## src/rtl/ufdc_params.svh

```systemverilog
// Constants of the UART FIFO and DMA control block
// How it works
// - Mode 0 raises interrupts per single character
// - Mode 0 transmit request low when transmit empty
// - Mode 0 receive request low while data held
// - Mode 1 transmit request high full, low at trigger
// - Mode 1 receive request low at trigger/time-out until empty
// - Mode 1 receive request stays low above trigger
// - Receive interrupt at trigger; FIFO fills to full
// - Transmit interrupt when count below transmit trigger
// - Control bit 3 picks DMA mode, reset mode 0
// - Control bit 2 empties transmit FIFO, self-clears
// - Control bit 1 empties receive FIFO, self-clears
// - Control bit 0 enables both FIFOs, reset off
// - Other control bits written only with enable set
// - Bits 7:6 receive trigger 8/16/24/28
// - Bits 5:4 transmit trigger 16/8/24/30
// - Receive interrupt clears below trigger level
`ifndef UFDC_PARAMS_SVH
`define UFDC_PARAMS_SVH
`define UFDC_DEPTH      6'h20
`define UFDC_CNT_W      6
`define UFDC_PTR_W      5
`define UFDC_HOLD_DEPTH 6'h01
`define UFDC_CNT_ZERO   6'h00
`define UFDC_ADDR_W     12
`define UFDC_OFF_DATA   12'h000
`define UFDC_OFF_FCTL   12'h008
`define UFDC_OFF_STAT   12'h00c
`define UFDC_FC_EN      0
`define UFDC_FC_RXCLR   1
`define UFDC_FC_TXCLR   2
`define UFDC_FC_DMA     3
`define UFDC_FC_TXT     5:4
`define UFDC_FC_RXT     7:6
`define UFDC_ST_RXCNT   5:0
`define UFDC_ST_TXCNT   13:8
`define UFDC_ST_RXREQ   16
`define UFDC_ST_TXREQ   17
`define UFDC_ST_RXIRQ   18
`define UFDC_ST_TXIRQ   19
`define UFDC_ST_EN      20
`define UFDC_RXT_0      6'h08
`define UFDC_RXT_1      6'h10
`define UFDC_RXT_2      6'h18
`define UFDC_RXT_3      6'h1c
`define UFDC_TXT_0      6'h10
`define UFDC_TXT_1      6'h08
`define UFDC_TXT_2      6'h18
`define UFDC_TXT_3      6'h1e
`define UFDC_TXREQ_RST  1'b0
`define UFDC_RXREQ_RST  1'b1
`endif

```

## src/rtl/ufdc_pkg.sv

```systemverilog
// Types shared by the UART FIFO and DMA control block
`include "ufdc_params.svh"
package ufdc_pkg;
  typedef logic [7:0]             ufdc_byte_t;      // One character
  typedef logic [`UFDC_CNT_W-1:0] ufdc_cnt_t;       // Fill count 0..32
  typedef logic [1:0]             ufdc_trig_code_t; // Trigger select code
  typedef enum logic {
    UFDC_DMA_MODE0 = 1'b0,
    UFDC_DMA_MODE1 = 1'b1
  } ufdc_dma_mode_t;
endpackage : ufdc_pkg

```

## src/rtl/ufdc_fifo_if.sv

```systemverilog
// Carrier between the control logic and one character FIFO
`timescale 1ns/100ps
interface ufdc_fifo_if;
  import ufdc_pkg::*;
  logic       push;   // Write one character
  logic       pop;    // Drop head character
  logic       clear;  // Empty the store and pointers
  logic       single; // Behave as a one-character holding register
  ufdc_byte_t wdata;  // Character to write
  ufdc_byte_t rdata;  // Head character
  ufdc_cnt_t  count;  // Characters held
  logic       full;   // No room left
  logic       empty;  // Nothing held
  modport ctrl  (output push, pop, clear, single, wdata, input rdata, count, full, empty);
  modport store (input push, pop, clear, single, wdata, output rdata, count, full, empty);
endinterface : ufdc_fifo_if

```

## src/rtl/ufdc_fifo.sv

```systemverilog
// Thirty-two character FIFO with clear and holding-register mode
`timescale 1ns/100ps
`include "ufdc_params.svh"
module ufdc_fifo (
  // Clock and reset
  input wire logic   sys_clk_i,
  input wire logic   reset_i,
  // Control side
  ufdc_fifo_if.store fifo
);
  import ufdc_pkg::*;

  ufdc_byte_t            mem [`UFDC_DEPTH];  // Character store
  logic [`UFDC_PTR_W-1:0] wr_ptr;             // Next free slot
  logic [`UFDC_PTR_W-1:0] rd_ptr;             // Head slot
  ufdc_cnt_t              count;              // Characters held
  logic [`UFDC_PTR_W-1:0] next_wr_ptr;
  logic [`UFDC_PTR_W-1:0] next_rd_ptr;
  ufdc_cnt_t              next_count;
  logic                   do_push;            // Accepted write
  logic                   do_pop;             // Accepted read
  ufdc_cnt_t              limit;              // Usable depth

  // With FIFOs off only one character fits, like a bare holding register
  assign limit       = fifo.single ? `UFDC_HOLD_DEPTH : `UFDC_DEPTH;
  assign fifo.full   = (count >= limit);
  assign fifo.empty  = (count == `UFDC_CNT_ZERO);
  assign fifo.count  = count;
  assign fifo.rdata  = mem[rd_ptr];
  assign do_push     = fifo.push && !fifo.full;
  assign do_pop      = fifo.pop && !fifo.empty;

  // Pointer and count update; clear wins over anything in the same cycle
  always_comb begin
    next_wr_ptr = wr_ptr;
    next_rd_ptr = rd_ptr;
    next_count  = count;
    if (fifo.clear) begin
      next_wr_ptr = '0;
      next_rd_ptr = '0;
      next_count  = `UFDC_CNT_ZERO;
    end else begin
      if (do_push) begin
        next_wr_ptr = wr_ptr + 1'b1;
      end
      if (do_pop) begin
        next_rd_ptr = rd_ptr + 1'b1;
      end
      if (do_push && !do_pop) begin
        next_count = count + 1'b1;
      end else if (do_pop && !do_push) begin
        next_count = count - 1'b1;
      end
    end
  end

  // Register pointers; the store itself needs no reset
  always_ff @(posedge sys_clk_i) begin
    if (reset_i) begin
      wr_ptr <= '0;
      rd_ptr <= '0;
      count  <= `UFDC_CNT_ZERO;
    end else begin
      wr_ptr <= next_wr_ptr;
      rd_ptr <= next_rd_ptr;
      count  <= next_count;
    end
    if (do_push && !fifo.clear) begin
      mem[wr_ptr] <= fifo.wdata;
    end
  end
endmodule : ufdc_fifo

```

## src/rtl/ufdc_top.sv

```systemverilog
// UART FIFO control, DMA request pins and trigger interrupts behind APB
//
// Register access over APB and the placing of the registers were decided locally.
`timescale 1ns/100ps
`include "ufdc_params.svh"
module ufdc_top (
  // Clock and reset
  input  wire logic                     sys_clk_i,
  input  wire logic                     reset_i,
  // APB slave
  input  wire logic                     psel_i,
  input  wire logic                     penable_i,
  input  wire logic                     pwrite_i,
  input  wire logic [`UFDC_ADDR_W-1:0]  paddr_i,
  input  wire logic [31:0]              pwdata_i,
  output logic [31:0]                   prdata_o,
  output logic                          pready_o,
  output logic                          pslverr_o,
  // Transmit shifter side
  input  wire logic                     tx_pop_i,
  output ufdc_pkg::ufdc_byte_t          tx_data_o,
  output logic                          tx_valid_o,
  // Receive shifter side
  input  wire logic                     rx_push_i,
  input  wire ufdc_pkg::ufdc_byte_t     rx_data_i,
  input  wire logic                     rx_timeout_i,
  output logic                          rx_full_o,
  // DMA request pins, active low
  output logic                          tx_dma_request_n_o,
  output logic                          rx_dma_request_n_o,
  // Interrupt requests and enable state towards the status encoder
  output logic                          rx_data_irq_o,
  output logic                          tx_empty_irq_o,
  output logic                          fifo_enabled_o
);
  import ufdc_pkg::*;

  // FIFO carriers
  ufdc_fifo_if tx_if ();
  ufdc_fifo_if rx_if ();

  // Control register fields
  logic            fifo_en;       // Both FIFOs on
  ufdc_dma_mode_t  dma_mode;      // DMA request style
  ufdc_trig_code_t rx_code;       // Receive trigger select
  ufdc_trig_code_t tx_code;       // Transmit trigger select
  logic            next_fifo_en;
  ufdc_dma_mode_t  next_dma_mode;
  ufdc_trig_code_t next_rx_code;
  ufdc_trig_code_t next_tx_code;

  // Bus decode
  logic            setup_rd;      // Setup cycle of a read
  logic            access;        // Access cycle, the transfer's effective edge
  logic            hit_data;      // Holding register window
  logic            hit_fctl;      // FIFO control register
  logic            hit_stat;      // Status register
  logic            hit_any;       // Any mapped word
  logic            fctl_wr;       // Control register written now
  logic            tx_clear_req;  // Transmit FIFO clear pulse
  logic            rx_clear_req;  // Receive FIFO clear pulse
  logic            en_change;     // Enable toggles this edge
  logic [31:0]     rd_word;       // Read data chosen in setup
  logic [31:0]     next_prdata;
  logic [31:0]     stat_word;     // Live status image
  logic [7:0]      fctl_word;     // Control readback image

  // Trigger levels and request state
  ufdc_cnt_t       rx_level;      // Receive trigger in characters
  ufdc_cnt_t       tx_level;      // Transmit trigger in characters
  logic            block_mode;    // FIFOs on and DMA mode 1
  logic            next_tx_req_n;
  logic            next_rx_req_n;
  logic            next_rx_irq;
  logic            next_tx_irq;
  logic            rx_has_data;   // Receive side holds characters
  logic            tx_has_data;   // Transmit side holds characters

  // Trigger level decode
  ufdc_trig u_trig (
    .rx_code_i  (rx_code),
    .tx_code_i  (tx_code),
    .rx_level_o (rx_level),
    .tx_level_o (tx_level)
  );

  // Transmit store, filled from the bus and drained by the shifter
  ufdc_fifo u_tx_fifo (
    .sys_clk_i (sys_clk_i),
    .reset_i   (reset_i),
    .fifo      (tx_if.store)
  );

  // Receive store, filled by the shifter and drained from the bus
  ufdc_fifo u_rx_fifo (
    .sys_clk_i (sys_clk_i),
    .reset_i   (reset_i),
    .fifo      (rx_if.store)
  );

  // APB decode; zero wait states, so pready simply stays high
  assign setup_rd  = psel_i && !penable_i && !pwrite_i;
  assign access    = psel_i && penable_i;
  always_comb begin
    hit_data = 1'b0;
    hit_fctl = 1'b0;
    hit_stat = 1'b0;
    if (paddr_i == `UFDC_OFF_DATA) begin
      hit_data = 1'b1;
    end else if (paddr_i == `UFDC_OFF_FCTL) begin
      hit_fctl = 1'b1;
    end else if (paddr_i == `UFDC_OFF_STAT) begin
      hit_stat = 1'b1;
    end
  end
  assign hit_any   = hit_data || hit_fctl || hit_stat;
  assign pready_o  = 1'b1;
  // Unmapped words answer with an error; writes to status are also refused
  assign pslverr_o = access && (!hit_any || (hit_stat && pwrite_i));
  assign fctl_wr   = access && pwrite_i && hit_fctl;

  // Control register update
  always_comb begin
    next_fifo_en  = fifo_en;
    next_dma_mode = dma_mode;
    next_rx_code  = rx_code;
    next_tx_code  = tx_code;
    if (fctl_wr) begin
      next_fifo_en = pwdata_i[`UFDC_FC_EN];
      // Other fields only take a write that also sets the enable bit
      if (pwdata_i[`UFDC_FC_EN]) begin
        next_dma_mode = ufdc_dma_mode_t'(pwdata_i[`UFDC_FC_DMA]);
        next_rx_code  = pwdata_i[`UFDC_FC_RXT];
        next_tx_code  = pwdata_i[`UFDC_FC_TXT];
      end
    end
  end

  // Control register flops; reset leaves FIFOs off and mode 0
  always_ff @(posedge sys_clk_i) begin
    if (reset_i) begin
      fifo_en  <= 1'b0;
      dma_mode <= UFDC_DMA_MODE0;
      rx_code  <= 2'h0;
      tx_code  <= 2'h0;
    end else begin
      fifo_en  <= next_fifo_en;
      dma_mode <= next_dma_mode;
      rx_code  <= next_rx_code;
      tx_code  <= next_tx_code;
    end
  end

  // Clear pulses act at the write edge and leave no stored bit behind,
  // so the clear bits read back as zero by themselves.
  // Switching the enable also flushes both stores so that stale
  // characters never outlive a change of depth.
  assign en_change    = fctl_wr && (pwdata_i[`UFDC_FC_EN] != fifo_en);
  assign tx_clear_req = (fctl_wr && pwdata_i[`UFDC_FC_EN] && pwdata_i[`UFDC_FC_TXCLR])
                        || en_change;
  assign rx_clear_req = (fctl_wr && pwdata_i[`UFDC_FC_EN] && pwdata_i[`UFDC_FC_RXCLR])
                        || en_change;

  // Transmit FIFO connection; the shift register is outside and untouched
  assign tx_if.push   = access && pwrite_i && hit_data;
  assign tx_if.wdata  = pwdata_i[7:0];
  assign tx_if.pop    = tx_pop_i;
  assign tx_if.clear  = tx_clear_req;
  assign tx_if.single = !fifo_en;
  assign tx_data_o    = tx_if.rdata;
  assign tx_valid_o   = !tx_if.empty;

  // Receive FIFO connection; keeps taking characters until full
  assign rx_if.push   = rx_push_i;
  assign rx_if.wdata  = rx_data_i;
  assign rx_if.pop    = access && !pwrite_i && hit_data;
  assign rx_if.clear  = rx_clear_req;
  assign rx_if.single = !fifo_en;
  assign rx_full_o    = rx_if.full;

  // Readback images
  always_comb begin
    fctl_word                = 8'h00;
    fctl_word[`UFDC_FC_EN]   = fifo_en;
    fctl_word[`UFDC_FC_DMA]  = dma_mode;
    fctl_word[`UFDC_FC_RXT]  = rx_code;
    fctl_word[`UFDC_FC_TXT]  = tx_code;
    stat_word                = 32'h0000_0000;
    stat_word[`UFDC_ST_RXCNT] = rx_if.count;
    stat_word[`UFDC_ST_TXCNT] = tx_if.count;
    stat_word[`UFDC_ST_RXREQ] = rx_dma_request_n_o;
    stat_word[`UFDC_ST_TXREQ] = tx_dma_request_n_o;
    stat_word[`UFDC_ST_RXIRQ] = rx_data_irq_o;
    stat_word[`UFDC_ST_TXIRQ] = tx_empty_irq_o;
    stat_word[`UFDC_ST_EN]    = fifo_en;
  end

  // Read data is picked in the setup cycle so prdata comes from a flop.
  // An empty receive store reads as zero and is not popped.
  always_comb begin
    rd_word = 32'h0000_0000;
    if (hit_data) begin
      if (!rx_if.empty) begin
        rd_word = {24'h00_0000, rx_if.rdata};
      end
    end else if (hit_fctl) begin
      rd_word = {24'h00_0000, fctl_word};
    end else if (hit_stat) begin
      rd_word = stat_word;
    end
    next_prdata = setup_rd ? rd_word : prdata_o;
  end

  // Read data register
  always_ff @(posedge sys_clk_i) begin
    if (reset_i) begin
      prdata_o <= 32'h0000_0000;
    end else begin
      prdata_o <= next_prdata;
    end
  end

  // Request and interrupt decisions
  assign block_mode  = fifo_en && (dma_mode == UFDC_DMA_MODE1);
  assign rx_has_data = !rx_if.empty;
  assign tx_has_data = !tx_if.empty;

  always_comb begin
    next_tx_req_n = tx_dma_request_n_o;
    next_rx_req_n = rx_dma_request_n_o;
    if (!block_mode) begin
      // Single-character style, FIFOs on or off
      next_tx_req_n = tx_has_data;
      next_rx_req_n = !rx_has_data;
    end else begin
      // Transmit: high once full, low again when drained to the trigger
      if (tx_if.count == `UFDC_DEPTH) begin
        next_tx_req_n = 1'b1;
      end else if (tx_if.count <= tx_level) begin
        next_tx_req_n = 1'b0;
      end
      // Receive: armed by trigger or time-out, released only when empty
      if (!rx_has_data) begin
        next_rx_req_n = 1'b1;
      end else if ((rx_if.count >= rx_level) || rx_timeout_i) begin
        next_rx_req_n = 1'b0;
      end
    end
    // Interrupts: per character unless in block mode
    if (block_mode) begin
      next_rx_irq = (rx_if.count >= rx_level);
      next_tx_irq = (tx_if.count < tx_level);
    end else begin
      next_rx_irq = rx_has_data;
      next_tx_irq = !tx_has_data;
    end
  end

  // Request and interrupt flops; one cycle behind the counts
  always_ff @(posedge sys_clk_i) begin
    if (reset_i) begin
      tx_dma_request_n_o <= `UFDC_TXREQ_RST;
      rx_dma_request_n_o <= `UFDC_RXREQ_RST;
      rx_data_irq_o      <= 1'b0;
      tx_empty_irq_o     <= 1'b1;
    end else begin
      tx_dma_request_n_o <= next_tx_req_n;
      rx_dma_request_n_o <= next_rx_req_n;
      rx_data_irq_o      <= next_rx_irq;
      tx_empty_irq_o     <= next_tx_irq;
    end
  end

  // Enable state for the status encoder
  assign fifo_enabled_o = fifo_en;
endmodule : ufdc_top

```

## src/rtl/ufdc_trig.sv

```systemverilog
// Trigger level decode for both directions
`timescale 1ns/100ps
`include "ufdc_params.svh"
module ufdc_trig (
  // Trigger select codes
  input  wire ufdc_pkg::ufdc_trig_code_t rx_code_i,
  input  wire ufdc_pkg::ufdc_trig_code_t tx_code_i,
  // Decoded levels in characters
  output ufdc_pkg::ufdc_cnt_t            rx_level_o,
  output ufdc_pkg::ufdc_cnt_t            tx_level_o
);
  import ufdc_pkg::*;

  // Receive levels
  always_comb begin
    case (rx_code_i)
      2'h0:    rx_level_o = `UFDC_RXT_0;
      2'h1:    rx_level_o = `UFDC_RXT_1;
      2'h2:    rx_level_o = `UFDC_RXT_2;
      default: rx_level_o = `UFDC_RXT_3;
    endcase
  end

  // Transmit levels; code zero is the reset default
  always_comb begin
    case (tx_code_i)
      2'h0:    tx_level_o = `UFDC_TXT_0;
      2'h1:    tx_level_o = `UFDC_TXT_1;
      2'h2:    tx_level_o = `UFDC_TXT_2;
      default: tx_level_o = `UFDC_TXT_3;
    endcase
  end
endmodule : ufdc_trig

```

## config.mk

```make
export PLATFORM = sky130hd
export DESIGN_NAME = ufdc_top
export DESIGN_NICKNAME = d
export VERILOG_FILES = /design/src/rtl/ufdc_pkg.sv /design/src/rtl/ufdc_fifo_if.sv /design/src/rtl/ufdc_fifo.sv /design/src/rtl/ufdc_top.sv /design/src/rtl/ufdc_trig.sv
export VERILOG_INCLUDE_DIRS = /design/src /design/src/rtl
export SDC_FILE = /design/constraint.sdc
export NUM_CORES = 1
export LEC_CHECK = 0
export ABC_AREA = 1
export CAP_MARGIN = 20
export CORE_MARGIN = 2
export CORE_UTILIZATION = 29
export CTS_BUF_LIST = sky130_fd_sc_hd__clkbuf_4 sky130_fd_sc_hd__clkbuf_8
export CTS_CLUSTER_DIAMETER = 120
export DETAILED_ROUTE_END_ITERATION = 16
export DONT_BUFFER_PORTS = 1
export PLACE_DENSITY = 0.51
export SLEW_MARGIN = 10
export SYNTH_ARGS = -nofsm -noshare
export SYNTH_HDL_FRONTEND = slang
export SYNTH_SLANG_ARGS = --single-unit
```

## constraint.sdc

```tcl
create_clock -name sys_clk_i -period 4.7 [get_ports sys_clk_i]
set_input_delay 0.235 -clock sys_clk_i [delete_from_list [all_inputs] [get_ports sys_clk_i]]
set_output_delay 0.235 -clock sys_clk_i [all_outputs]
set_load 0.1 [all_outputs]
```

-- Yosys cells after proc, flatten, opt, wreduce, memory -nomap -nowiden
Memories as Yosys holds them, arrays and structs flattened. A register that Yosys moved wholly into a read port is not among the register bits.
Cells that the tools add are included.
- register bits after elaboration: 74
- latch bits: 0
- bits in writable memories: 512
- bits in read-only memories: 0
- input port bits: 60
- memories: 2
- memories (name ; words ; width ; rd ports ; clocked after Yosys merged registers in ; wr ports ; line ; source):
    u_rx_fifo.mem ; 32 ; 8 ; 1 ; 1 ; 1 ; ufdc_fifo.sv:13 ; ufdc_byte_t mem [`UFDC_DEPTH];
    u_tx_fifo.mem ; 32 ; 8 ; 1 ; 1 ; 1 ; ufdc_fifo.sv:13 ;
- add/sub/neg operators: 8
- multiply operators: 0
- divide/modulo/power cells: 0
- order comparisons: 5
- eq/ne operators: 10
- shift-type cells: 0
- multiplexer cells: 33
- bitwise logic cells: 0
- reductions and logical operators: 54
- operators with widths (operator ; count):
    $mux 21 ; 2
    $mux 32 ; 1
    $mux 6 ; 5
    $pmux 5 s3 ; 2
    $logic_and 1x1->1 ; 25
    $eq 12x4->1 const B ; 2
    $add 5x1->5 const B ; 4
    $mux 5 ; 4
    $ge 6x6->1 ; 3
    $mux 1 ; 18
    $logic_not 1->1 ; 13
    $add 6x1->6 const B ; 2
    $logic_not 12->1 ; 1
    $logic_not 6->1 ; 2
    $sub 6x1->6 const B ; 2
    $mux 8 ; 1
    $eq 6x6->1 const B ; 1
    $le 6x6->1 ; 1
    $logic_or 1x1->1 ; 6
    $lt 6x6->1 ; 1
    $eq 2x1->1 const B ; 2
    $eq 2x2->1 const B ; 2
    $logic_not 2->1 ; 2
    $reduce_bool 2->1 ; 2
    other kinds (5) ; 6

-- Depth between registers and ports, before layout
Gate-level depths: netlist of run 1.
- depth in word-level cells: 11
- gate-level depth with buffers: 16

-- Hierarchy
Synthesis of run 1 repeated with hierarchy kept, for this count alone.
- cell total of the unflattened synthesis: 2437
- area total of the unflattened synthesis: 25375.6 um^2
- by module, submodules not included (module ; instances ; cells each ; area each (um^2) ; sequential area each (um^2)):
    ufdc_fifo at u_rx_fifo ; 1 ; 1068 ; 11659.9 ; 8107.8
    ufdc_fifo at u_tx_fifo ; 1 ; 1066 ; 11658.7 ; 8107.8
    ufdc_top ; 1 ; 284 ; 1963.1 ; 580.6
    ufdc_trig ; 1 ; 19 ; 93.8 ; 0.0

-- Worst setup path after synthesis of run 1
Ideal clock, no wire load.
- path kind: input port to output port
- start: input paddr_i[7]
- end: output pslverr_o
- data arrival time: 3583 ps
- setup slack: 882 ps
- stages on the path: 6
- cells stage by stage: nor2_1 nand2_1 nor2_4 nand2_2 clkinv_2 nor4_1
- cells in the longest elaborated chain, start to end: 8
- elaborated cells on any way between the ends: 15
- classes of those cells: eq/ne (2); mux (6); reduce/logical (7)
- RTL lines (element ; line ; source):
    start: declaration ; ufdc_top.sv:14 ; input wire logic [`UFDC_ADDR_W-1:0] paddr_i,
    $eq 12x4->1 (no source line) ; n/a ;
    $mux 1, on equally long branches ; ufdc_top.sv:112, ufdc_top.sv:110 ;
    $mux 1, on equally long branches ; ufdc_top.sv:110, ufdc_top.sv:108 ;
    $mux 1 or $logic_or 1x1->1 (tied branches) ; ufdc_top.sv:108, ufdc_top.sv:116 ;
    $logic_or 1x1->1 ; ufdc_top.sv:116 ; assign hit_any = hit_data || hit_fctl || hit_stat;
    $logic_not 1->1 ; ufdc_top.sv:119 ; assign pslverr_o = access && (!hit_any || (hit_stat && pwrite_i));
    $logic_or 1x1->1 (*) ; ufdc_top.sv:119 ;
    $logic_and 1x1->1 (*) ; ufdc_top.sv:119 ;
    end: declaration ; ufdc_top.sv:18 ; output logic pslverr_o,
Every way passes the cells marked *; elsewhere a longest branch is shown, timed or not.

-- Worst setup path after layout of run 1
- start: input paddr_i[8]
- end: register u_rx_fifo.count[5] (netlist: u_rx_fifo.fifo.count[5])
- cells in the longest elaborated chain, start to end: 8
- elaborated cells on any way between the ends: 18
- classes of those cells: eq/ne (1); mux (4); reduce/logical (13)
- RTL lines (element ; line ; source):
    $eq 12x4->1 (no source line) ; n/a ;
    $mux 1 ; ufdc_top.sv:110 ; end else if (paddr_i == `UFDC_OFF_FCTL) begin
    $mux 1 ; ufdc_top.sv:108 ; if (paddr_i == `UFDC_OFF_DATA) begin
    $logic_and 1x1->1 ; ufdc_top.sv:120 ; assign fctl_wr = access && pwrite_i && hit_fctl;
    $logic_and 1x1->1 (2 in a row) ; ufdc_top.sv:161 ; assign rx_clear_req = (fctl_wr && pwdata_i[`UFDC_FC_EN] && pwdata_i[`UFDC_FC_RXCLR])
    $logic_or 1x1->1 ; ufdc_top.sv:161 ;
    $reduce_or 2->1 (no source line) ; n/a ;
    end signal: assignment ; ufdc_fifo.sv:62 ; count <= `UFDC_CNT_ZERO;
    end signal: assignment ; ufdc_fifo.sv:66 ; count <= next_count;
    end: declaration ; ufdc_fifo.sv:16 ; ufdc_cnt_t count;
Several ways; a longest one is shown, not always the timed one.
A chain may end at the register's enable or synchronous reset.

==> results of run 1 <==
[registers in the layout, indices dropped and copies added (netlist names), 2 cells and up, named ones only]
signal / count
prdata_o: 19
u_tx_fifo.rd_ptr: 5
u_rx_fifo.rd_ptr: 5
rx_code: 2
u_tx_fifo.fifo.count: 6
u_tx_fifo.mem: 256
u_rx_fifo.mem: 256
u_rx_fifo.wr_ptr: 5
u_tx_fifo.wr_ptr: 5
u_rx_fifo.fifo.count: 6
tx_code: 2
[worst paths after layout]
check / start / end / slack [ns] / cells after the start
hold / removal: paddr_i[2] / prdata_o[12] / 0.06 / 5
hold reg to reg: u_rx_fifo.rd_ptr[1] / flop / 0.49 / 2
setup reg to reg: u_tx_fifo.fifo.count[0] / u_tx_fifo.fifo.count[5] / 1.50 / 16
setup / recovery: paddr_i[8] / u_rx_fifo.fifo.count[5] / 0.73 / 18
[per-layer routing]
metal  share of wire [%]  wire length [um]
met5               0.042                27
met4                 3.1              1979
met3                 6.1              3931
met2                  48             30910
met1                  43             27920
[cells in the mapped netlist (2+ instances only)]
master	count	share of area, %
o21ai_1	4	0.080
a211oi_1	7	0.21
nor2_2	3	0.075
nand4_1	16	0.40
buf_6	4	0.18
xor2_1	13	0.46
xnor2_1	5	0.18
or2_2	2	0.050
o22ai_1	5	0.13
buf_2	31	0.62
nand3_4	2	0.14
fa_1	2	0.16
nand2_1	514	7.8
nor2_4	3	0.14
buf_4	28	0.85
clkbuf_1	65	0.98
o21a_1	2	0.060
inv_2	3	0.045
o21ai_0	157	3.2
nor2_1	222	3.3
o221ai_1	62	2.2
ha_1	31	1.6
nand2_2	5	0.13
inv_1	143	2.2
o211ai_1	4	0.12
nor4_1	2	0.050
buf_1	8	0.12
nand3_2	4	0.16
dfxtp_1	71	5.7
nor3_1	34	0.68
edfxtp_1	512	62
a21oi_1	59	1.2
clkinv_1	5	0.075
nand3_1	223	4.5
conb_1	2	0.030
nor3_2	3	0.12
[area by class of cell]
class / instances / share of cell area (%)
antenna: 3 / 0.02619
clock buffer: 129 / 5.605
clock inverter: 48 / 1.296
inverter: 154 / 2.052
multi-input combinational: 1405 / 23.95
sequential: 583 / 58.63
tap: 1144 / 4.994
timing repair buffer: 93 / 3.448
[placed cells by master, fill, tap and decap left out, drive strengths merged]
cell and n:
nand2 519, edfxtp 512, nand3 229, nor2 228
o21ai 161, inv 153, clkbuf 129, dfxtp 71
buf 67, o221ai 62, a21oi 59, clkinv 45
nor3 38, ha 31, dlygate4sd3 26, nand4 17
conb 14, xor2 13, a211oi 7, o22ai 5
xnor2 5, o211ai 4, bufinv 4, diode 3
o21a 2, or2 2, fa 2, o31ai 2
nor4 2, nor3b 1, and3 1, o21bai 1
[metrics by stage]
stage          power (mW)  utilization [%]  hold WS [ns]  instances  cell area (sq um)
2_1_floorplan       8.085                -        0.3041       2278              24920
3_3_place_gp        8.631            30.62        0.3071       3333              26070
3_5_place_dp        8.687            30.62        0.3087       3333              26070
4_1_cts             13.41            33.62      0.008793       3552              28630
5_1_grt             13.90            33.66       0.06364       3558              28660
6_report            13.28            33.66       0.05568       3559              28660
[power by group]
group / switching (mW) / total, mW / internal [mW]
combinational: 1.97 / 2.66 / 0.690
clock: 2.08 / 4.56 / 2.48
sequential: 0.290 / 6.05 / 5.76
[worst max-delay path, cell delays in order]
cell,delay (ns)
dlygate4sd3_1,0.54
nor2_1,0.08
dlygate4sd3_1,0.56
nand2_2,0.09
dlygate4sd3_1,0.61
nor2_4,0.41
nand2_2,0.22
nor4_1,0.26
inv_1,0.09
ha_1,0.28
inv_1,0.16
ha_1,0.29
a21oi_1,0.17
o21ai_0,0.10
a21oi_1,0.16
xor2_1,0.17
nand2_1,0.06
a21oi_1,0.11
[kinds of logic (layout without fill, tap and decap cells)]
group | count (synthesis) | count (layout) | share of synthesized area [%]
simple gates | 1037 | 1037 | 17.71
flops | 583 | 583 | 67.52
compound gates | 303 | 303 | 7.273
buf+inv | 290 | 424 | 5.110
fa+ha+maj | 33 | 33 | 1.720
xor+xnor | 18 | 18 | 0.6338
other cells | 2 | 17 | 0.03019
==> results.md, run 1 <==
Global route:
- Global routing consumed, on the met1 layer, 18.13% of the routing resources.
- Global routing used 24.19% of the available met2 tracks.
- In the global route stage, met3 resource usage came out at 3.138%.
- Entering global routing, the biggest net connects 68 pins.
- The total overflow left after global routing is 0.
- The global router's overall resource usage is 14.43%.
- The highest-utilization routing layer at the global route stage is met2.
- The first global-routing pass estimated 97910 um of wire.
- The via count of the first global-routing pass came to 16.75k.
- The initial antenna violation count is 5.

Worst setup path:
- Data on the critical path is required at its endpoint by 5.31 ns.
- The highest net fanout along the worst path is 16.
- The worst setup path is launched from an input port.
- The arrival time at the worst endpoint is 4.58 ns.
- The start-to-end type of the worst setup path is in2reg.
- The critical path endpoint category is a flop.

Finish:
- The area growth from synthesis to layout is 15.23%.
- The combined flip-flop and latch cell area is 16810 sq um.
- For this run, the post-layout net count is 2429.
- The post-route netlist has 10.74% of its cells at a drive strength greater than 1.
- Summing all multi-input logic gate instances after layout gives 6864 sq um.
- The number of filler cells placed in the layout is 8612.

Clock network:
- In this run, post-CTS hold repair placed 42 buffers.
- The CTS tree is done.
- Clock-pin slew was measured on the worst setup and hold paths at 0.06 ns.
- The cell sitting at the root of the clock tree is a clkbuf_8.
- Once the clock tree was built, the resizer swapped 0 gates to a different size.
- The number of sinks on the clock net is 583.
- The total clock buffers created by CTS is 99.
- For the worst-skew pair, the clock arrives at the later sink with an insertion delay of 0.74 ns.
- The number of H-tree levels is 3.
- The number of buffers between clock root and the deepest sink is 3.
- In this run the post-CTS setup repair buffer count came out at 0.

Run:
- Max-cap violations in this run came to 0.

STA:
- The number of pins exceeding their max-slew limit in the final report is 0.
- The final sum of negative setup slack is 0 ns.
- The post-route clock skew is 0.06153 ns.
- Setup repair after global routing left no endpoint under its margin.
- The actual transition at the worst max-transition pin is 1.119 ns.
- Setup slack on the critical path of the routed design comes to 0.7251 ns.
- In this run the tightest slew margin relative to its limit is 25.31%.
- The upper clock frequency limit is 251.6 MHz.
- The routed design could run at a clock period as short as 3.975 ns.
- Setup violations remaining at the end of the flow were counted as 0.
- The count of endpoints failing hold in the final timing report is 0.
- The ratio of final minimum period to clock period is 84.57%.

Routing:
- The detail-routed via count per cell is 4.698.
- The residual antenna-violating net count after detailed routing is 0.
- The average routed wire per standard cell is 18.20 um.
- The sum of routed wire length over all layers is 64770 um.
- The total vias in the final route is 16.72k.
- The detailed router's first-iteration violation count is 1108.
- The detailed-router iteration count before antenna repair is 5.
- The residual DRC count is 0.

Floorplan:
- The floorplan die height is 296.9 um.
- 109 I/O pins were placed.
- The die is 296.9 um wide.
- In this run the core area contains 107 standard-cell rows.
- The die area is 88130 sq um.
- For this configuration, the core starts out at a cell density of 29.21%.
- In this run the standard cell core region covers 85150 sq um.

Placed design:
- The routability-driven placement congestion ratio is 0.8000.
- The half-perimeter wire length after detailed placement is 38670 um.
- Before CTS, the worst setup slack after placement is 1.453 ns.
- In this run the tool buffered the top-level ports with 0 buffer cells.

Logic synthesis:
- The average instance in the mapped netlist occupies 10.98 sq um.
- Yosys mapped a number of flops with a built-in enable equal to 512.
- Of the synthesized area, sequential elements account for 67.52%.
- The distinct cell type count of the synthesized netlist is 46.
- Yosys printed 0 warnings.
- The fraction of registers with async set/reset is 0%.
- The synthesized instance count is 2266.
- The synthesized cell area is 24880 sq um.
- For this run, the leading register cell type out of synthesis is edfxtp_1.
- Synthesis inferred 583 register bits.

Power and ir drop:
- The static leakage power is 10.26 nW.
- The power density normalized to cell area is 463.1 nW/um^2.
- The worst-case IR drop observed on VDD is 0.0002085 V.

Run status:
- The flow ran to the end, and the final reports show no timing, DRC or antenna violations.

Worst hold path:
- The classification of the worst-slack hold path is in2reg.
(Power assumes the default switching activity.)
==> run 2: changes to the inputs <==
--- a/config.mk
+++ b/config.mk
@@ -14,7 +14,7 @@
 export CTS_CLUSTER_DIAMETER = 120
 export DETAILED_ROUTE_END_ITERATION = 16
 export DONT_BUFFER_PORTS = 1
-export PLACE_DENSITY = 0.51
+export PLACE_DENSITY = 0.52
 export SLEW_MARGIN = 10
 export SYNTH_ARGS = -nofsm -noshare
 export SYNTH_HDL_FRONTEND = slang
==> constraint.sdc (replaced) <==
create_clock -name sys_clk_i -period 3.6 [get_ports sys_clk_i]
set_input_delay 0.18 -clock sys_clk_i [delete_from_list [all_inputs] [get_ports sys_clk_i]]
set_output_delay 0.18 -clock sys_clk_i [all_outputs]
set_load 0.1 [all_outputs]
==> results.md, run 2 (synthesized netlist as in run 1, its figures left out) <==
Finish:
- The final instance count without filler cells is 3582.
- In the layout the commonest cells are nand2_1, edfxtp_1, nand3_1.
- After the last flow step, the layout net total stands at 2457.
- The largest registers in the layout are u_rx_fifo.mem: 256 flops, u_tx_fifo.mem: 256 flops, prdata_o: 19 flops.
- The number of filler cells placed in the layout is 8574.
- Once layout is done, the placed cells without fillers occupy 29010 sq um.
- Cells with a size suffix above 1 make up 11.82% of the layout.
- Cells fill 34.07% of the core in the end.
- Registers take 16810 sq um.
- The relative area change from synthesis to final layout is 16.63%.
- The area taken by multi-input logic gates is 6868 sq um.
- Leaving out fill and tap cells, the most frequent cell in the layout is nand2_1.

STA:
- Setup repair after global routing left no endpoint under its margin.
- The count of endpoints failing hold in the final timing report was 0.
- The smallest hold slack is 0.07875 ns.
- Summed over all failing endpoints, the final setup total negative slack is 0 ns.
- The worst pin sits at a relative slew slack of 27.88%.
- The actual transition at the worst max-transition pin is 1.080 ns.
- The post-layout worst setup margin is 0.3429 ns.
- The number of pins exceeding their max-slew limit in the final report is 0.
- The shortest period the worst path allows is 3.257 ns.
- Across the routed clock network, the largest skew measured is 0.09173 ns.
- The setup-violating endpoint count in the final report is 0.
- The ratio of final minimum period to clock period is 90.48%.
- The upper clock frequency limit is 307.0 MHz.

Global route:
- The pin count of the biggest net entering global routing is 132.
- The via count of the first global-routing pass is 17.12k.
- The global router's overall resource usage is 14.58%.
- The total overflow left after global routing is 0.
- The initial antenna violation count is 2.
- The first global-routing pass estimated 100400 um of wire.

Clock network:
- The post-CTS setup buffer count is 0.
- The number of buffers inserted by hold repair at cts is 50.
- After clock tree synthesis, the repair step resized 0 gates.
- The cell chosen for the clock root is clkbuf_8.
- The number of sinks on the clock net is 583.
- The number of buffers between clock root and the deepest sink is 3.
- The number of H-tree levels is 3.
- The clock transition at the registers of the reported paths is 0.06 ns.
- For the worst-skew pair, the clock arrives at the later sink with an insertion delay of 0.76 ns.
- TritonCTS created 99 clock buffers.
- TritonCTS built the clock tree.

Power and ir drop:
- IR analysis of the VDD net gives a maximum drop of 0.0007832 V.
- For this design the static power due to leakage is 10.45 nW.
- In this run the power density over the cells is 607.4 nW/um^2.
- Overall power consumption after layout is estimated at 17.62 mW.

Worst setup path:
- The worst setup path is launched from an input port.
- The arrival time at the worst endpoint is 3.85 ns.
- Data on the critical path is required at its endpoint by 4.20 ns.
- The critical path is of the in2reg type.
- The highest net fanout along the worst path is 5.
- The critical path endpoint category is a flop.

Floorplan:
- From left edge to right edge, the die measures 296.9 um.
- The placeable core area is 85150 sq um.
- The initial core utilization is 29.21%.
- The die covers 88130 sq um.
- The die is 296.9 um tall.
- In this run the count of I/O pins placed on the die edge is 109.
- The initialized floorplan defines 107 standard-cell rows.

Routing:
- The detailed-router iteration count before antenna repair is 6.
- The sum of routed wire length over all layers is 65400 um.
- Across all layers, the routed design uses 16.88k vias.
- The residual DRC count is 0.
- In the final routed layout, each cell accounts on average for 18.26 um.
- The residual antenna-violating net count after detailed routing is 0.
- After detailed routing, the number of vias per cell comes to 4.711.
- The detailed router's first-iteration violation count is 1407.

Placed design:
- The post-place instance area is 26310 sq um.
- The wire-length estimate of the detail-placed layout is 38850 um.
- The number of port buffers is 0.
- Including well taps, the total number of placed cells is 3357.
- The pre-CTS worst setup slack is 0.4982 ns.
- Routability-driven placement finished with a final weighted congestion of 0.8474.

Run:
- The reported max-cap violation count is 0.

Run status:
- The flow ran to the end, and the final reports show no timing, DRC or antenna violations.

Worst hold path:
- The path class of the tightest hold or removal check is in2reg.
## run 2: cell types whose count changed in the layout (fill, tap and decap cells not counted), sizes merged
cell         delta
clkinv         -18
clkinvlp        +1
buf            +20
bufinv          -1
diode           -2
dlygate4sd3     +8
clkbuf         +16
inv             -1
## run 2: where the power goes
part           leakage, nW  switching, mW  total (mW)  internal (mW)
clock                 1.08           2.73        6.11           3.38
sequential            5.18          0.340        7.86           7.52
combinational         4.18           2.64        3.65           1.00
total                 10.4           5.71        17.6           11.9
## run 2: path summary, 6_finish.rpt
kind	startpoint	endpoint	slack, ns	depth (start not counted)
worst max register to register	u_tx_fifo.fifo.count[0]	u_tx_fifo.fifo.count[5]	0.43	16
worst min register to register	u_tx_fifo.rd_ptr[1]	flop	0.49	2
worst max-delay path	paddr_i[8]	fifo_enabled_o	0.34	11
worst min-delay path	paddr_i[0]	flop	0.08	7
## run 2: worst max-delay path, cell delays in order
cell and delay [ns]:
dlygate4sd3_1 0.53, nor2_1 0.08, dlygate4sd3_1 0.56, nand2_2 0.08
dlygate4sd3_1 0.62, nor3_4 0.41, nand2_1 0.10, dlygate4sd3_1 0.58
nand2_1 0.06, a21oi_1 0.06, dlygate4sd3_1 0.59
## run 2: layout make-up
type | instances | share of cell area (%)
diodes | 1 | 0.008626
clock buffers | 145 | 6.081
clock inverters | 29 | 0.9488
inverters | 154 | 2.027
multi-input cells | 1405 | 23.67
flip-flops and latches | 583 | 57.93
well taps | 1144 | 4.934
repair buffers | 121 | 4.399
## run 2: metal layers
metal	track usage (%)	wire, um	vias to the layer above
li1	-	-	8086
met1	18.80	28670	8197
met2	24.22	31090	469
met3	3.014	3660	123
met4	5.279	1977	0
met5	0	0	-
==> run 3: changes to the inputs <==
--- a/config.mk
+++ b/config.mk
@@ -6,14 +6,13 @@
 export SDC_FILE = /design/constraint.sdc
 export NUM_CORES = 1
 export LEC_CHECK = 0
-export ABC_AREA = 1
-export CAP_MARGIN = 20
 export CORE_MARGIN = 2
 export CORE_UTILIZATION = 29
 export CTS_BUF_LIST = sky130_fd_sc_hd__clkbuf_4 sky130_fd_sc_hd__clkbuf_8
 export CTS_CLUSTER_DIAMETER = 120
 export DETAILED_ROUTE_END_ITERATION = 16
 export DONT_BUFFER_PORTS = 1
+export GPL_ROUTABILITY_DRIVEN = 1
 export PLACE_DENSITY = 0.52
 export SLEW_MARGIN = 10
 export SYNTH_ARGS = -nofsm -noshare
==> results.md, run 3 <==
Finish:
- The relative area change from synthesis to final layout is 17.14%.
- The post-route netlist has 26.90% of its cells at a drive strength greater than 1.
- Leaving out filler cells and counting taps, the final layout contains 2615.
- The top cell types in the final layout, fill and taps aside, are edfxtp_1, nor2_1, mux4_2.
- The number of filler cells placed in the layout is 7726.
- The number of nets in the finished design is 1582.
- In the final layout, the registers with the most flip-flops are u_rx_fifo.mem: 256 flops, u_tx_fifo.mem: 256 flops, prdata_o: 19 flops.
- At the end of the flow the core is filled with cells to 34.39%.
- The most common library cell in the layout ignoring fill and taps is edfxtp_1.

Run:
- The reported max-cap violation count is 0.

Power and ir drop:
- The power density normalized to cell area is 575.0 nW/um^2.
- Across the VDD grid, the largest voltage drop is 0.0005811 V.
- The static leakage power is 8.822 nW.
- The total power of the final layout is 15.95 mW.

STA:
- Across the routed clock network, the largest skew measured is 0.03466 ns.
- Subtracting the final worst setup slack from the clock period gives 3.380 ns.
- In this run the tightest slew margin relative to its limit is 24.30%.
- The number of pins exceeding their max-slew limit in the final report is 0.
- The smallest hold slack is 0.05408 ns.
- The count of endpoints failing hold in the final timing report is 0.
- Based on the critical path, the design can be clocked at up to 295.8 MHz.
- The actual transition at the worst max-transition pin is 1.131 ns.
- The setup-violating endpoint count in the final report is 0.
- The final sum of negative setup slack is 0 ns.
- Setup repair after global routing left no endpoint under its margin.
- The ratio of final minimum period to clock period is 93.90%.

Floorplan:
- The floorplan die height is 289.8 um.
- The initial core utilization is 29.36%.
- The floorplan step set the die width to 289.8 um.
- The number of placement rows is 104.
- The boundary pin count is 109.
- The die area is 83970 sq um.
- The placeable core area is 80680 sq um.

Placed design:
- The half-perimeter wire length after detailed placement is 36340 um.
- Including well taps, the total number of placed cells is 2397.
- Input and output buffers added on the ports amount to 0.
- At the end of routability-driven placement, the weighted congestion stood at 0.8234.

Logic synthesis:
- Sorting the synthesized cells by area gives the leading types as edfxtp_1, mux4_2, dfxtp_1, nor2_1, ha_1.
- By instance count, the leading cell after synthesis is edfxtp_1.
- The sequential cell area fraction in the yosys report is 70.92%.
- The commonest cells after synthesis are edfxtp_1, nor2_1, mux4_2.
- The number of enable flip-flop cells after synthesis is 512.
- For this run, asynchronously set or reset flops after synthesis account for 0%.
- The share of the synthesized area in the top cell type is 64.92%.
- Dividing the synthesized area by the synthesized cell count gives 17.86 sq um.
- The synthesis warning total is 0.
- The biggest area contributor in the post-synthesis netlist is edfxtp_1.
- The synthesized design contains 583 register bits.
- In the synthesized netlist the dominant register cell turns out to be edfxtp_1.
- In this run the cell area of the synthesized design comes to 23680 sq um.
- The synthesized instance count is 1326.
- After synthesis, the netlist uses 68 different library cells.

Global route:
- The first global-routing pass estimated 86720 um of wire.
- Global routing consumed, over all layers together, 13.95% of the routing resources.
- The total overflow left after global routing is 0.
- The initial antenna violation count is 2.
- The via count of the first global-routing pass is 13.06k.
- The pin count of the biggest net entering global routing is 52.

Clock network:
- The clock transition at the registers of the reported paths is 0.06 ns.
- TritonCTS built the clock tree.
- The clock reaches the later pin of the worst-skew pair after 0.68 ns.
- The H-tree generated during clock tree synthesis spans 3 levels.
- The cell chosen for the clock root is clkbuf_8.
- The number of sinks on the clock net is 583.
- The number of buffers between clock root and the deepest sink is 3.
- The total clock buffers created by CTS is 92.

Routing:
- In the final routed layout, each cell accounts on average for 22.47 um.
- The sum of routed wire length over all layers is 58750 um.
- In the routed layout, each cell is associated on average with a via count of 4.855.
- The total vias in the final route is 12.70k.
- The detailed router's first-iteration violation count is 1016.
- The detailed-router iteration count before antenna repair is 5.
- The detail route stage leaves a number of antenna-violating nets equal to 0.
- The residual DRC count is 0.

Worst setup path:
- STA puts the critical path data required time at 4.21 ns.
- The length in cells of the worst reg-to-reg path is 11.
- The start-to-end type of the worst setup path is reg2reg.
- In this run the critical register-to-register path is launched from u_rx_fifo.fifo.count[1].
- The terminus of the critical flop-to-flop path is u_rx_fifo.fifo.count[4].
- The highest net fanout along the worst path is 7.
- The worst setup path is launched from a flop.
- STA classifies the critical path endpoint as a flop.
- Data arrives at the worst endpoint at 3.99 ns.
- The register-to-register setup slack is 0.22 ns.

Worst hold path:
- The sink of the worst hold path is u_rx_fifo.rd_ptr[3].
- The classification of the worst-slack hold path is in2reg.
- In this run the most critical hold path is launched from psel_i.
- The instance count along the most critical hold path is 5.

Run status:
- The flow ran to the end, and the final reports show no timing, DRC or antenna violations.
[run 3: changes by cell type after synthesis, moves of 17 or more]
cell / delta
clkbuf_1: -37
mux4_2: +133
buf_2: -17
a21oi_1: -26
nor3_1: -22
nand2_1: -467
nor2_1: -87
o21ai_0: -133
mux2i_1: +32
o221ai_1: -62
inv_1: -114
nand3_1: -209
[run 3: cells by family (layout without fill, tap and decap cells)]
family | Yosys count | after routing | synth area share [%]
DFF | 583 | 583 | 70.92
and+or+nand+nor | 276 | 276 | 5.510
muxes | 183 | 183 | 15.17
AOI/OAI and AO/OA | 123 | 123 | 3.577
buffers and inverters | 110 | 326 | 2.393
adders and majority gates | 33 | 33 | 1.807
xor gates and xnor gates | 16 | 16 | 0.5917
other | 2 | 15 | 0.03171
[run 3: what timing repair did]
| item | CTS | global route |
|---|---|---|
| hold buffers | 47 | 0 |
| resized for setup | 0 | 2 |
| endpoints found under the hold margin | 568 | 0 |
| endpoints found under the setup margin | 0 | 5 |
| buffers inserted | 0 | 11 |
[run 3: layout make-up]
type                            count  area (sq um)  share of cell area [%]
Multi-Input combinational cell    645          6375                   22.98
Clock inverter                     31         167.7                  0.6043
Antenna cell                        1         2.502                0.009020
Timing Repair Buffer              137          1394                   5.024
Sequential cell                   583         16810                   60.59
Inverter                           30         112.6                  0.4059
Tap cell                         1060          1326                   4.781
Clock buffer                      128          1555                   5.606
[run 3: layer usage]
| metal | wire [um] | track usage (%) |
|---|---|---|
| met3 | 3766 | 3.265 |
| met4 | 1008 | 3.346 |
| met2 | 28000 | 22.42 |
| met1 | 25950 | 19.13 |
| met5 | 14 | 0 |
[run 3: critical path, cell delays in order (launching register included)]
cell and delay, ns:
dfxtp_1 0.37, or4_4 0.59, o21ai_2 0.24, and3b_2 0.31, ha_1 0.28, inv_1 0.11
ha_1 0.32, nor2b_1 0.16, o21a_1 0.18, o21ai_0 0.16, or3b_2 0.46, a21oi_1 0.15
[run 3: power by group]
| part | internal (mW) | switching [mW] | total, mW |
|---|---|---|---|
| sequential | 7.50 | 0.310 | 7.81 |
| clock | 2.79 | 2.57 | 5.36 |
| combinational | 1.12 | 1.66 | 2.79 |
| total | 11.4 | 4.54 | 16.0 |
[run 3: through the flow]
stage	instance area, sq um	setup WS, ns
after global placement	25290	0.1659
after CTS	27640	0.005504
final	27740	0.2197
after detailed placement	25290	0.09431
after global routing	27740	0.05049
after floorplan	23730	0.01943
[run 3: worst max path at each step]
stage | from | to | slack [ns] | depth (start not counted)
floorplan | fifo_enabled_o | u_tx_fifo.fifo.count[5] | 0.02 | 15
global placement | u_rx_fifo.fifo.count[1] | u_rx_fifo.fifo.count[4] | 0.17 | 11
detailed placement | u_rx_fifo.fifo.count[1] | u_rx_fifo.fifo.count[4] | 0.09 | 11
CTS | flop | tx_data_o[1] | 0.006 | 4
global route | u_rx_fifo.fifo.count[1] | u_rx_fifo.fifo.count[4] | 0.05 | 11
finish | u_rx_fifo.fifo.count[1] | u_rx_fifo.fifo.count[4] | 0.22 | 11
